===== src/lds_regs.vh =====
/*
 * Constants of the loop converter serial port: register offsets, field positions,
 * reset values and timing counts.
 * Assumes a 100 MHz core clock and a 32-bit register port with byte addresses.
 */
`ifndef LDS_REGS_VH
`define LDS_REGS_VH

`define LDS_CLK_MHZ          100
`define LDS_SCLK_MAX_MHZ     30
`define LDS_FRAME_BITS       24
`define LDS_WDOG_TIME_US     1000
`define LDS_WDOG_CYCLES      (`LDS_WDOG_TIME_US * `LDS_CLK_MHZ)

`define LDS_ADDR_CTRL        8'h00
`define LDS_ADDR_STATUS      8'h04
`define LDS_ADDR_IRQ_STAT    8'h08
`define LDS_ADDR_IRQ_MASK    8'h0c
`define LDS_ADDR_RX_WORD     8'h10
`define LDS_ADDR_OUT_WORD    8'h14
`define LDS_ADDR_READBACK    8'h18
`define LDS_ADDR_FAULT       8'h1c

`define LDS_CTRL_WDOG_EN     0
`define LDS_CTRL_RESET       32'h0000_0000
`define LDS_READBACK_RESET   32'h0000_0000

`define LDS_ST_FAULT         0
`define LDS_ST_PENDING       1
`define LDS_ST_ALARM_UP      2
`define LDS_ST_RES_INT       3
`define LDS_ST_SPAN0         4
`define LDS_ST_SPAN1         5
`define LDS_ST_FRAME         6

`define LDS_IRQ_RX           0
`define LDS_IRQ_OUT          1
`define LDS_IRQ_FAULT        2
`define LDS_IRQ_WIDTH        3

`define LDS_FLT_IF_LOSS      0
`define LDS_FLT_FRAME_ERR    1
`define LDS_FLT_RANGE        2
`define LDS_FLT_VLOOP        3
`define LDS_FLT_TEMP         4
`define LDS_FLT_WIDTH        5

`endif


===== src/lds_fault_mon.v =====
/*
 * Fault monitor: sticky capture of each fault source and the combined fault level.
 * Assumes all sources are already in the core clock domain.
 */
`timescale 1ns/1ns
`include "lds_regs.vh"

module lds_fault_mon #(
    parameter N = `LDS_FLT_WIDTH
) (
    // Clock and reset
    input  wire         core_clk,
    input  wire         reset,
    // Sources and clear
    input  wire [N-1:0] fault_src,
    input  wire         flags_clear,
    // Results
    output wire [N-1:0] fault_flags,
    output wire         fault_any
);
    reg [N-1:0] flags_reg;
    genvar i;

    generate
        for (i = 0; i < N; i = i + 1) begin : g_flag
            // A source firing in the clearing cycle stays recorded
            always @(posedge core_clk) begin
                if (reset) begin
                    flags_reg[i] <= 1'b0;
                end else if (fault_src[i]) begin
                    flags_reg[i] <= 1'b1;
                end else if (flags_clear) begin
                    flags_reg[i] <= 1'b0;
                end
            end
        end
    endgenerate

    assign fault_flags = flags_reg;
    // Live sources show at once, captured ones until software reads them
    assign fault_any   = |flags_reg | |fault_src;
endmodule


===== src/lds_serial_port.v =====
/*
 * Serial host port of a loop-powered current-output converter: frame shifter,
 * readback, input and output word registers, load strobe, fault alert, strap pins,
 * register port and interrupt.
 * Assumes every pin is asynchronous to core_clk and the serial clock is at least
 * three core clocks high and low, so edges are found by sampling.
 */
// Local design decisions: strobed register access and the address map.
`timescale 1ns/1ns
`include "lds_regs.vh"

module lds_serial_port #(
    parameter FRAME_BITS  = `LDS_FRAME_BITS,
    parameter CNT_W       = 6,
    parameter WDOG_CYCLES = `LDS_WDOG_CYCLES
) (
    // Clock and reset
    input  wire                  core_clk,
    input  wire                  reset,
    // Serial pins
    input  wire                  sclk,
    input  wire                  frame_sel_n,
    input  wire                  serial_in_line,
    input  wire                  output_load_n,
    output wire                  serial_out_line,
    output wire                  serial_out_oe_n,
    // Strap pins
    input  wire                  alarm_dir_pin,
    input  wire                  res_sel_pin,
    input  wire                  loop_span_sel0,
    input  wire                  loop_span_sel1,
    // Analog fault sources
    input  wire                  loop_range_fault,
    input  wire                  loop_voltage_low,
    input  wire                  over_temp,
    // Converter side
    output reg [FRAME_BITS-1:0]  input_word_reg,
    output reg [FRAME_BITS-1:0]  output_word_reg,
    output reg                   output_update_reg,
    output wire                  alarm_upscale,
    output wire                  use_internal_res,
    output wire [1:0]            loop_span,
    output wire                  fault,
    // Register port
    input  wire [7:0]            reg_addr,
    input  wire [31:0]           reg_wdata,
    input  wire                  reg_wr,
    input  wire                  reg_rd,
    output reg [31:0]            reg_rdata,
    output wire                  irq
);
    localparam NPIN = 11;
    localparam P_SCLK = 0;
    localparam P_SEL  = 1;
    localparam P_SDI  = 2;
    localparam P_LD   = 3;
    localparam P_ALM  = 4;
    localparam P_RES  = 5;
    localparam P_SP0  = 6;
    localparam P_SP1  = 7;
    localparam P_RNG  = 8;
    localparam P_VLP  = 9;
    localparam P_TMP  = 10;
    localparam [CNT_W-1:0] FRAME_CNT = FRAME_BITS;
    localparam [31:0] WDOG_LAST = WDOG_CYCLES - 1;
    localparam [NPIN-1:0] PIN_IDLE = 11'h00b;

    // Pin synchronisers and history for edge finding
    reg  [NPIN-1:0]       meta_reg;
    reg  [NPIN-1:0]       sync_reg;
    reg  [3:0]            prev_reg;
    wire [NPIN-1:0]       pin_vec;

    reg  [FRAME_BITS-1:0] shift_reg;
    reg  [CNT_W-1:0]      bit_cnt_reg;
    reg                   rb_bit_reg;
    reg                   pending_reg;
    reg                   frame_err_reg;
    reg                   rx_done_reg;
    reg  [31:0]           wdog_cnt_reg;
    reg                   wdog_lost_reg;

    reg  [31:0]           ctrl_reg;
    reg  [31:0]           readback_reg;
    reg  [`LDS_IRQ_WIDTH-1:0] irq_stat_reg;
    reg  [`LDS_IRQ_WIDTH-1:0] irq_stat_next;
    reg  [`LDS_IRQ_WIDTH-1:0] irq_mask_reg;
    reg                   fault_prev_reg;

    wire                  sclk_rise;
    wire                  sclk_fall;
    wire                  sel_fall;
    wire                  sel_rise;
    wire                  ld_fall;
    wire                  in_frame;
    wire                  frame_ok;
    wire                  load_now;
    wire [`LDS_FLT_WIDTH-1:0] fault_src;
    wire [`LDS_FLT_WIDTH-1:0] fault_flags;
    wire                  fault_any;
    wire                  fault_rd;
    wire                  stat_rd;
    reg  [31:0]           status_word;

    assign pin_vec[P_SCLK] = sclk;
    assign pin_vec[P_SEL]  = frame_sel_n;
    assign pin_vec[P_SDI]  = serial_in_line;
    assign pin_vec[P_LD]   = output_load_n;
    assign pin_vec[P_ALM]  = alarm_dir_pin;
    assign pin_vec[P_RES]  = res_sel_pin;
    assign pin_vec[P_SP0]  = loop_span_sel0;
    assign pin_vec[P_SP1]  = loop_span_sel1;
    assign pin_vec[P_RNG]  = loop_range_fault;
    assign pin_vec[P_VLP]  = loop_voltage_low;
    assign pin_vec[P_TMP]  = over_temp;

    // Reset to the idle levels of clock, select and load, so no false edge follows reset
    always @(posedge core_clk) begin
        if (reset) begin
            meta_reg <= PIN_IDLE;
            sync_reg <= PIN_IDLE;
            prev_reg <= 4'hb;
        end else begin
            meta_reg <= pin_vec;
            sync_reg <= meta_reg;
            prev_reg <= sync_reg[3:0];
        end
    end

    assign sclk_rise = sync_reg[P_SCLK] & ~prev_reg[P_SCLK];
    assign sclk_fall = ~sync_reg[P_SCLK] & prev_reg[P_SCLK];
    assign sel_fall  = ~sync_reg[P_SEL] & prev_reg[P_SEL];
    assign sel_rise  = sync_reg[P_SEL] & ~prev_reg[P_SEL];
    assign ld_fall   = ~sync_reg[P_LD] & prev_reg[P_LD];
    assign in_frame  = ~sync_reg[P_SEL] & ~prev_reg[P_SEL];
    assign frame_ok  = sel_rise & (bit_cnt_reg == FRAME_CNT);

    // Frame shifter; clock and data are ignored outside a frame
    always @(posedge core_clk) begin
        if (reset) begin
            shift_reg   <= {FRAME_BITS{1'b0}};
            bit_cnt_reg <= {CNT_W{1'b0}};
            rb_bit_reg  <= 1'b0;
        end else if (sel_fall) begin
            // First readback bit must stand before the host's first falling clock
            shift_reg   <= readback_reg[FRAME_BITS-1:0];
            bit_cnt_reg <= {CNT_W{1'b0}};
            rb_bit_reg  <= readback_reg[FRAME_BITS-1];
        end else if (in_frame) begin
            if (sclk_fall) begin
                shift_reg <= {shift_reg[FRAME_BITS-2:0], sync_reg[P_SDI]};
                // Saturate so an overlong frame cannot wrap back to a legal count
                if (bit_cnt_reg != {CNT_W{1'b1}}) begin
                    bit_cnt_reg <= bit_cnt_reg + 1'b1;
                end
            end
            if (sclk_rise) begin
                rb_bit_reg <= shift_reg[FRAME_BITS-1];
            end
        end
    end

    assign serial_out_line = rb_bit_reg;
    assign serial_out_oe_n = sync_reg[P_SEL];

    // Input word register on each good frame, output word register under the load strobe
    assign load_now = (frame_ok & ~sync_reg[P_LD]) | (ld_fall & pending_reg);

    always @(posedge core_clk) begin
        if (reset) begin
            input_word_reg    <= {FRAME_BITS{1'b0}};
            output_word_reg   <= {FRAME_BITS{1'b0}};
            output_update_reg <= 1'b0;
            pending_reg       <= 1'b0;
            rx_done_reg       <= 1'b0;
            frame_err_reg     <= 1'b0;
        end else begin
            rx_done_reg       <= frame_ok;
            frame_err_reg     <= sel_rise & ~frame_ok;
            output_update_reg <= load_now;
            if (frame_ok) begin
                input_word_reg <= shift_reg;
            end
            if (frame_ok & ~sync_reg[P_LD]) begin
                output_word_reg <= shift_reg;
                pending_reg     <= 1'b0;
            end else if (frame_ok) begin
                pending_reg     <= 1'b1;
            end else if (ld_fall & pending_reg) begin
                output_word_reg <= input_word_reg;
                pending_reg     <= 1'b0;
            end
        end
    end

    // Loss of interface control: no good frame within the watchdog time
    always @(posedge core_clk) begin
        if (reset) begin
            wdog_cnt_reg  <= 32'h0000_0000;
            wdog_lost_reg <= 1'b0;
        end else if (frame_ok | ~ctrl_reg[`LDS_CTRL_WDOG_EN]) begin
            wdog_cnt_reg  <= 32'h0000_0000;
            wdog_lost_reg <= 1'b0;
        end else if (wdog_cnt_reg == WDOG_LAST) begin
            wdog_lost_reg <= 1'b1;
        end else begin
            wdog_cnt_reg  <= wdog_cnt_reg + 32'h0000_0001;
        end
    end

    assign fault_src[`LDS_FLT_IF_LOSS]   = wdog_lost_reg;
    assign fault_src[`LDS_FLT_FRAME_ERR] = frame_err_reg;
    assign fault_src[`LDS_FLT_RANGE]     = sync_reg[P_RNG];
    assign fault_src[`LDS_FLT_VLOOP]     = sync_reg[P_VLP];
    assign fault_src[`LDS_FLT_TEMP]      = sync_reg[P_TMP];
    assign fault_rd  = reg_rd & (reg_addr == `LDS_ADDR_FAULT);
    assign stat_rd   = reg_rd & (reg_addr == `LDS_ADDR_IRQ_STAT);

    lds_fault_mon #(
        .N           (`LDS_FLT_WIDTH)
    ) u_fault (
        .core_clk    (core_clk),
        .reset       (reset),
        .fault_src   (fault_src),
        .flags_clear (fault_rd),
        .fault_flags (fault_flags),
        .fault_any   (fault_any)
    );

    assign fault            = fault_any;
    assign alarm_upscale    = sync_reg[P_ALM];
    assign use_internal_res = sync_reg[P_RES];
    assign loop_span        = {sync_reg[P_SP1], sync_reg[P_SP0]};

    // Sticky interrupt causes; a new event beats a clearing read
    always @* begin
        irq_stat_next = irq_stat_reg;
        if (stat_rd) begin
            irq_stat_next = {`LDS_IRQ_WIDTH{1'b0}};
        end
        irq_stat_next[`LDS_IRQ_RX]    = irq_stat_next[`LDS_IRQ_RX] | rx_done_reg;
        irq_stat_next[`LDS_IRQ_OUT]   = irq_stat_next[`LDS_IRQ_OUT] | output_update_reg;
        irq_stat_next[`LDS_IRQ_FAULT] = irq_stat_next[`LDS_IRQ_FAULT] |
                                        (fault_any & ~fault_prev_reg);
    end

    always @(posedge core_clk) begin
        if (reset) begin
            irq_stat_reg   <= {`LDS_IRQ_WIDTH{1'b0}};
            fault_prev_reg <= 1'b0;
        end else begin
            irq_stat_reg   <= irq_stat_next;
            fault_prev_reg <= fault_any;
        end
    end

    assign irq = |(irq_stat_reg & irq_mask_reg);

    // Live view of pins and state; reading it clears nothing
    always @* begin
        status_word                   = 32'h0000_0000;
        status_word[`LDS_ST_FAULT]    = fault_any;
        status_word[`LDS_ST_PENDING]  = pending_reg;
        status_word[`LDS_ST_ALARM_UP] = sync_reg[P_ALM];
        status_word[`LDS_ST_RES_INT]  = sync_reg[P_RES];
        status_word[`LDS_ST_SPAN0]    = sync_reg[P_SP0];
        status_word[`LDS_ST_SPAN1]    = sync_reg[P_SP1];
        status_word[`LDS_ST_FRAME]    = ~sync_reg[P_SEL];
    end

    // Register writes
    always @(posedge core_clk) begin
        if (reset) begin
            ctrl_reg     <= `LDS_CTRL_RESET;
            readback_reg <= `LDS_READBACK_RESET;
            irq_mask_reg <= {`LDS_IRQ_WIDTH{1'b0}};
        end else if (reg_wr) begin
            case (reg_addr)
                `LDS_ADDR_CTRL: begin
                    ctrl_reg <= {31'h0000_0000, reg_wdata[`LDS_CTRL_WDOG_EN]};
                end
                `LDS_ADDR_IRQ_MASK: begin
                    irq_mask_reg <= reg_wdata[`LDS_IRQ_WIDTH-1:0];
                end
                `LDS_ADDR_READBACK: begin
                    readback_reg <= reg_wdata;
                end
                default: begin
                    ctrl_reg <= ctrl_reg;
                end
            endcase
        end
    end

    // Register reads; data stand the cycle after the strobe only
    always @(posedge core_clk) begin
        if (reset) begin
            reg_rdata <= 32'h0000_0000;
        end else if (reg_rd) begin
            case (reg_addr)
                `LDS_ADDR_CTRL:     reg_rdata <= ctrl_reg;
                `LDS_ADDR_STATUS:   reg_rdata <= status_word;
                `LDS_ADDR_IRQ_STAT: reg_rdata <= {29'h0000_0000, irq_stat_reg};
                `LDS_ADDR_IRQ_MASK: reg_rdata <= {29'h0000_0000, irq_mask_reg};
                `LDS_ADDR_RX_WORD:  reg_rdata <= {{(32-FRAME_BITS){1'b0}}, input_word_reg};
                `LDS_ADDR_OUT_WORD: reg_rdata <= {{(32-FRAME_BITS){1'b0}}, output_word_reg};
                `LDS_ADDR_READBACK: reg_rdata <= readback_reg;
                `LDS_ADDR_FAULT:    reg_rdata <= {27'h000_0000, fault_flags};
                default:            reg_rdata <= 32'h0000_0000;
            endcase
        end else begin
            reg_rdata <= 32'h0000_0000;
        end
    end
endmodule


===== config.mk =====
export PLATFORM = sky130hd
export DESIGN_NAME = lds_serial_port
export DESIGN_NICKNAME = d
export VERILOG_FILES = /design/src/lds_fault_mon.v /design/src/lds_serial_port.v
export VERILOG_INCLUDE_DIRS = /design/src
export SDC_FILE = /design/constraint.sdc
export NUM_CORES = 1
export LEC_CHECK = 0
export BUFFER_PORTS_ARGS = -buffer_cell sky130_fd_sc_hd__buf_2
export CAP_MARGIN = 0
export CORE_MARGIN = 2
export CORE_UTILIZATION = 60
export CTS_BUF_LIST = sky130_fd_sc_hd__clkbuf_4 sky130_fd_sc_hd__clkbuf_8 sky130_fd_sc_hd__clkbuf_16
export CTS_CLUSTER_DIAMETER = 40
export DETAILED_ROUTE_END_ITERATION = 8
export PLACE_DENSITY = 0.91
export RECOVER_POWER = 25
export SLEW_MARGIN = 20
export SYNTH_ARGS = -nofsm -noshare
export SYNTH_HDL_FRONTEND = slang
export SYNTH_SLANG_ARGS = --single-unit

===== constraint.sdc =====
create_clock -name core_clk -period 3 [get_ports core_clk]
set_input_delay 0.15 -clock core_clk [delete_from_list [all_inputs] [get_ports core_clk]]
set_output_delay 0.15 -clock core_clk [all_outputs]
set_load 0.1 [all_outputs]

== Yosys cells after proc, flatten, opt, wreduce, memory -nomap -nowiden ==
Cells that the tools add are included.

* Add/subtract/negate cells: 2
* Eq/ne operators: 11
* Mux-type cells: 19
* Bitwise logic cells: 29
* Reductions and logical operators: 25

{| class="wikitable"
|+ Operators by type and width
! cell !! number
|-
| case mux 32 bit (8 select lines) || 1
|-
| 2-to-1 mux 24 bit || 6
|-
| adder 32 x 1 -> 32 bit (second input constant) || 1
|-
| == test 32 x 17 -> 1 bit (second input constant) || 1
|-
| == test 8 x 5 -> 1 bit (second input constant) || 4
|-
| nonzero test 2 bit || 10
|-
| == test 8 x 4 -> 1 bit (second input constant) || 2
|-
| bitwise AND 1 bit || 13
|-
| AND reduction 2 bit || 6
|-
| 2-to-1 mux 1 bit || 11
|-
| OR reduction 5 bit || 2
|-
| NOT 1 bit || 9
|-
| == test 8 x 3 -> 1 bit (second input constant) || 1
|-
| logical NOT 8 bit || 1
|-
| OR reduction 2 bit || 4
|-
| adder 6 x 1 -> 6 bit (second input constant) || 1
|-
| == test 6 x 5 -> 1 bit (second input constant) || 1
|-
| != test 6 bit (second input constant) || 1
|-
| bitwise OR 1 bit || 6
|-
| bitwise AND 3 bit || 1
|-
| 2-to-1 mux 3 bit || 1
|-
| AND reduction 3 bit || 1
|-
| OR reduction 3 bit || 1
|-
| != test 2 x 1 -> 1 bit (second input constant) || 1
|}

* Register bits after elaboration: 219
* Input bits: 55
* Output and inout port bits: 89
* Word-level logic and storage cells: 111

== Longest topological paths before layout ==
* Word-level depth: 6
* Depth in mapped cells: 8
* Depth with buffers taken out: 6

== Hierarchy ==
A second synthesis with hierarchy kept.

* Cells, all modules: 932
* Area total of the unflattened synthesis: 8529.4 µm²

{| class="wikitable"
|+ Modules (own cells, without submodules)
! module !! times used !! cells each !! area an instance (µm²) !! sequential area each (µm²)
|-
| lds_serial_port || 1 || 908 || 8333.0 || 4264.1
|-
| lds_fault_mon || 1 || 24 || 196.4 || 100.1
|}

== Least setup slack after synthesis ==
No wires, ideal clock.

* Path type: register -> register
* Start: reg sync_reg[1]
* End: reg output_word_reg[2]
* Setup time: 138 ps
* Arrival time: 2127 ps
* Data required time: 2862 ps
* Slack: 736 ps
* Cell stages (with the launch flop): 7
* Buffers on the path: 2
* Period minus slack after synthesis: 2264 ps
* Path through: dfxtp_1 > nor2b_1 > and3_1 > buf_4 > buf_4 > mux2i_1 > a211oi_1

* Cells in the longest elaborated chain, start to end: 5
* Elaborated cells between the ends (all ways): 7
* Classes of those cells: eq/ne: 1; mux: 1; bitwise: 3; reduce/logical: 2

{| class="wikitable"
|+ Ends and longest elaborated chain
! element !! RTL line !! source
|-
| start: declaration || lds_serial_port.v:70 || <nowiki>reg [NPIN-1:0] sync_reg;</nowiki>
|-
| start signal: assignment || lds_serial_port.v:125 || <nowiki>sync_reg <= meta_reg;</nowiki>
|-
| bitwise AND 1 bit (*) || lds_serial_port.v:133 || <nowiki>assign sel_rise = sync_reg[P_SEL] & ~prev_reg[P_SEL];</nowiki>
|-
| bitwise AND 1 bit (*) || lds_serial_port.v:136 || <nowiki>assign frame_ok = sel_rise & (bit_cnt_reg == FRAME_CNT);</nowiki>
|-
| bitwise AND 1 bit || lds_serial_port.v:184 || <nowiki>if (frame_ok & ~sync_reg[P_LD]) begin</nowiki>
|-
| != test 2 x 1 -> 1 bit (no line) / nonzero test 2 bit (equally long branches) || - ||
|-
| AND reduction 2 bit (no line) || - ||
|-
| end signal: assignment || lds_serial_port.v:172 || <nowiki>output_word_reg <= {FRAME_BITS{1'b0}};</nowiki>
|-
| end signal: assignment || lds_serial_port.v:185 || <nowiki>output_word_reg <= shift_reg;</nowiki>
|-
| end signal: assignment || lds_serial_port.v:190 || <nowiki>output_word_reg <= input_word_reg;</nowiki>
|-
| end: declaration || lds_serial_port.v:38 || <nowiki>output reg [FRAME_BITS-1:0] output_word_reg,</nowiki>
|}

Mark *: on every way between the ends. The rest lies on a longest branch, timed or not.
A chain may end at the register's enable or synchronous reset.

== Final worst setup path ==
* Start: reg sync_reg[1]
* End: reg output_word_reg[4]

The elaborated chain is that of the path after synthesis.

==> impl_metrics.env <==
export IMPL_run_status="complete, but fails checks"
export IMPL_violations="capacitance limit, slew limit"
export IMPL_ant_nets=0
export IMPL_synth_seq_cells=218
export IMPL_drive_gt1_share_pct=25.3
export IMPL_crit_arrival_ns=2.75
export IMPL_seq_area_um2=4360
export IMPL_num_io_pins=144
export IMPL_fp_dieW_um=125
export IMPL_drt_iter0_markers=583
export IMPL_core_area_um2=14500
export IMPL_synth_edf_count=0
export IMPL_dieArea_um2=15700
export IMPL_slowest_delay_ns=0.52
export IMPL_hold_path_class="in2reg"
export IMPL_clockBufferDepth=3
export IMPL_slew_headroom_pct=-19.8
export IMPL_crit_chain="nor2b_1 -> nand4b_2 -> nand2_1 -> buf_4 -> nor2_1 -> a211oi_1"
export IMPL_hpwl_um=15300
export IMPL_antenna_found_initial=1
export IMPL_yosys_warnings=0
export IMPL_max_vdd_ir_drop_mv=0.470
export IMPL_grt_first_pass_wirelength_um=39800
export IMPL_fin_crit_ns=2.33
export IMPL_drc=0
export IMPL_seq_area_frac_synth_pct=49.3
export IMPL_cts_tree="built"
export IMPL_rows=44
export IMPL_setup_viol=0
export IMPL_ctsHtreeMaxLevel=1
export IMPL_syn_avg_cell_area_um2=9.46
export IMPL_critPathMaxFanout=31
export IMPL_fmax_mhz=429
export IMPL_grt_max_degree=65
export IMPL_place_congestion=0.858
export IMPL_multi_input_area_um2=4090
export IMPL_max_cap_violations=1
export IMPL_area_growth_pct=24.0
export IMPL_syn_inst=935
export IMPL_worst_ep_required_time_ns=3.42
export IMPL_worst_hold_slack_ns=0.0584
export IMPL_clock_latency_ns=0.53
export IMPL_cp_num_buf_inv=1
export IMPL_critical_path_class="reg2reg"
export IMPL_synth_distinct_cells=60
export IMPL_final_hold_viol_count=0
export IMPL_wirelength_um=24700
export IMPL_ys_flop_type="dfxtp_1"
export IMPL_synthArstFlopShare_pct=0
export IMPL_numCtsBuffers=29
export IMPL_critPathTopFamily="simple AND/OR/NAND/NOR gates"
export IMPL_fin_worst_skew_ns=0.00825
export IMPL_grt_ovfl_total=0
export IMPL_via_count=7871
export IMPL_track_usage_pct=30.9
export IMPL_portBuffers=143
export IMPL_viasPerCell=6.00
export IMPL_die_h_um=125
export IMPL_setup_tns_ns=0
export IMPL_synth_area_um2=8850
export IMPL_first_pass_iters=5
export IMPL_post_drt_wl_per_cell_um=18.9
export IMPL_clkTransAtPathRegs_ns=0.06
export IMPL_cts_root_buf="clkbuf_16"
export IMPL_leakage_uw=0.00424
export IMPL_nNetsFinal=1163
export IMPL_slew_viol_final=41
export IMPL_grt_pass1_vias=7839
export IMPL_rrSetupSlack_ns=0.67
export IMPL_p_per_area_nw_per_um2=624
export IMPL_cp_end_kind="flop"
export IMPL_start_util_pct=61.1
export IMPL_worstSetupStartpointType="flop"
export IMPL_grt_setup_unrepaired="no"
export IMPL_syn_nets=993
export IMPL_tightest_slew_ns=1.80
export IMPL_final_period_utilization_pct=77.7
export IMPL_clock_sinks=218
export IMPL_crit_path_top_delay_cell="dfxtp_1"
export IMPL_post_cts_buffers=0
export IMPL_fillerInstances=921
## power breakdown
part | leakage [µW] | switching [µW] | internal, µW | total (µW)
clock | 0.000510 | 1280 | 2320 | 3610
combinational | 0.00197 | 162 | 112 | 274
sequential | 0.00176 | 31.3 | 2930 | 2970
## layer usage
metal	wire length, µm	track usage [%]	share of wire (%)
met1	9400	38.2	38
met2	12000	52.0	49
met3	2040	5.39	8.2
met4	1260	15.9	5.1
met5	0	0	0
## final cells by class
class	instances	share of cell area, %
antenna	1	0.0228
clock inverter	17	2.13
multi-input combinational	646	37.3
clock buffer	36	7.27
sequential	218	39.8
tap	184	2.10
timing repair buffer	199	11.0
inverter	11	0.376
## tightest hold or removal path: cells and delay by family
kind	cells	cell delay [ns]
AND/OR/NAND/NOR	2	0.18
buffers and inverters	1	0.13
multiplexers	1	0.09
## worst paths after layout
kind / start / endpoint / cells after the start
worst min-delay path: reg_wr / ctrl_reg[0] / 4
worst min register to register: meta_reg[0] / sync_reg[0] / 1
worst max-delay path: sync_reg[1] / output_word_reg[4] / 6
worst max register to register: sync_reg[1] / output_word_reg[4] / 6
## cells in the mapped netlist, drive strengths merged, types with 8 or more instances
cell type,instances,area [µm²]
nor4,14,158
nand4,8,50.1
nor2,138,521
and2,11,68.8
clkbuf,37,139
mux2i,46,460
buf,23,169
dfxtp,218,4360
nand3,20,105
a311oi,9,96.4
a22oi,16,120
or2,11,71.3
nand2,126,548
a211oi,38,285
a21oi,73,504
nor3,17,116
xnor2,22,193
nor2b,18,113
mux2,9,101
inv,10,37.5
## per-stage QoR
step	setup WS (ns)	util [%]	total power (µW)	instance area, µm²	cells
final	0.669	75.8	6850	11000	1312
after global routing	0.467	75.8	7030	11000	1312
after CTS	0.693	76.3	6850	11100	1311
after detailed placement	0.785	66.3	3250	9590	1215
after global placement	0.907	66.3	3250	9590	1215
after floorplan	0.736	-	3170	8850	935
## cell families after synthesis
family | Yosys count | synth area share, %
buffers and inverters | 71 | 3.95
adder cells (fa/ha/maj) | 3 | 0.424
flip-flops | 218 | 49.3
AO/OA/AOI/OAI | 158 | 13.3
AND/OR/NAND/NOR | 399 | 23.1
multiplexers | 58 | 7.11
XOR/XNOR | 28 | 2.77
## placed cells by master, fill, tap and decap left out, types with 8 or more instances in the layout
cell,count
a211oi_1,38
a21oi_1,44
a21oi_2,29
a22oi_1,16
a311oi_1,8
buf_2,121
buf_4,10
clkbuf_1,23
clkbuf_16,29
dfxtp_1,218
dlygate4sd3_1,43
inv_1,10
mux2_2,9
mux2i_1,46
nand2_1,96
nand2_2,30
nand3_1,19
nand4_1,8
nor2_1,137
nor2b_1,18
nor3_1,12
nor4_1,8
or2_2,10
xnor2_1,22
## timing repair
| item | in CTS | in global routing |
|---|---|---|
| gates resized for setup | 0 | 0 |
| hold endpoints to repair | 47 | 0 |
| hold buffers | 43 | 0 |
Power figures use the tool's default switching activity.
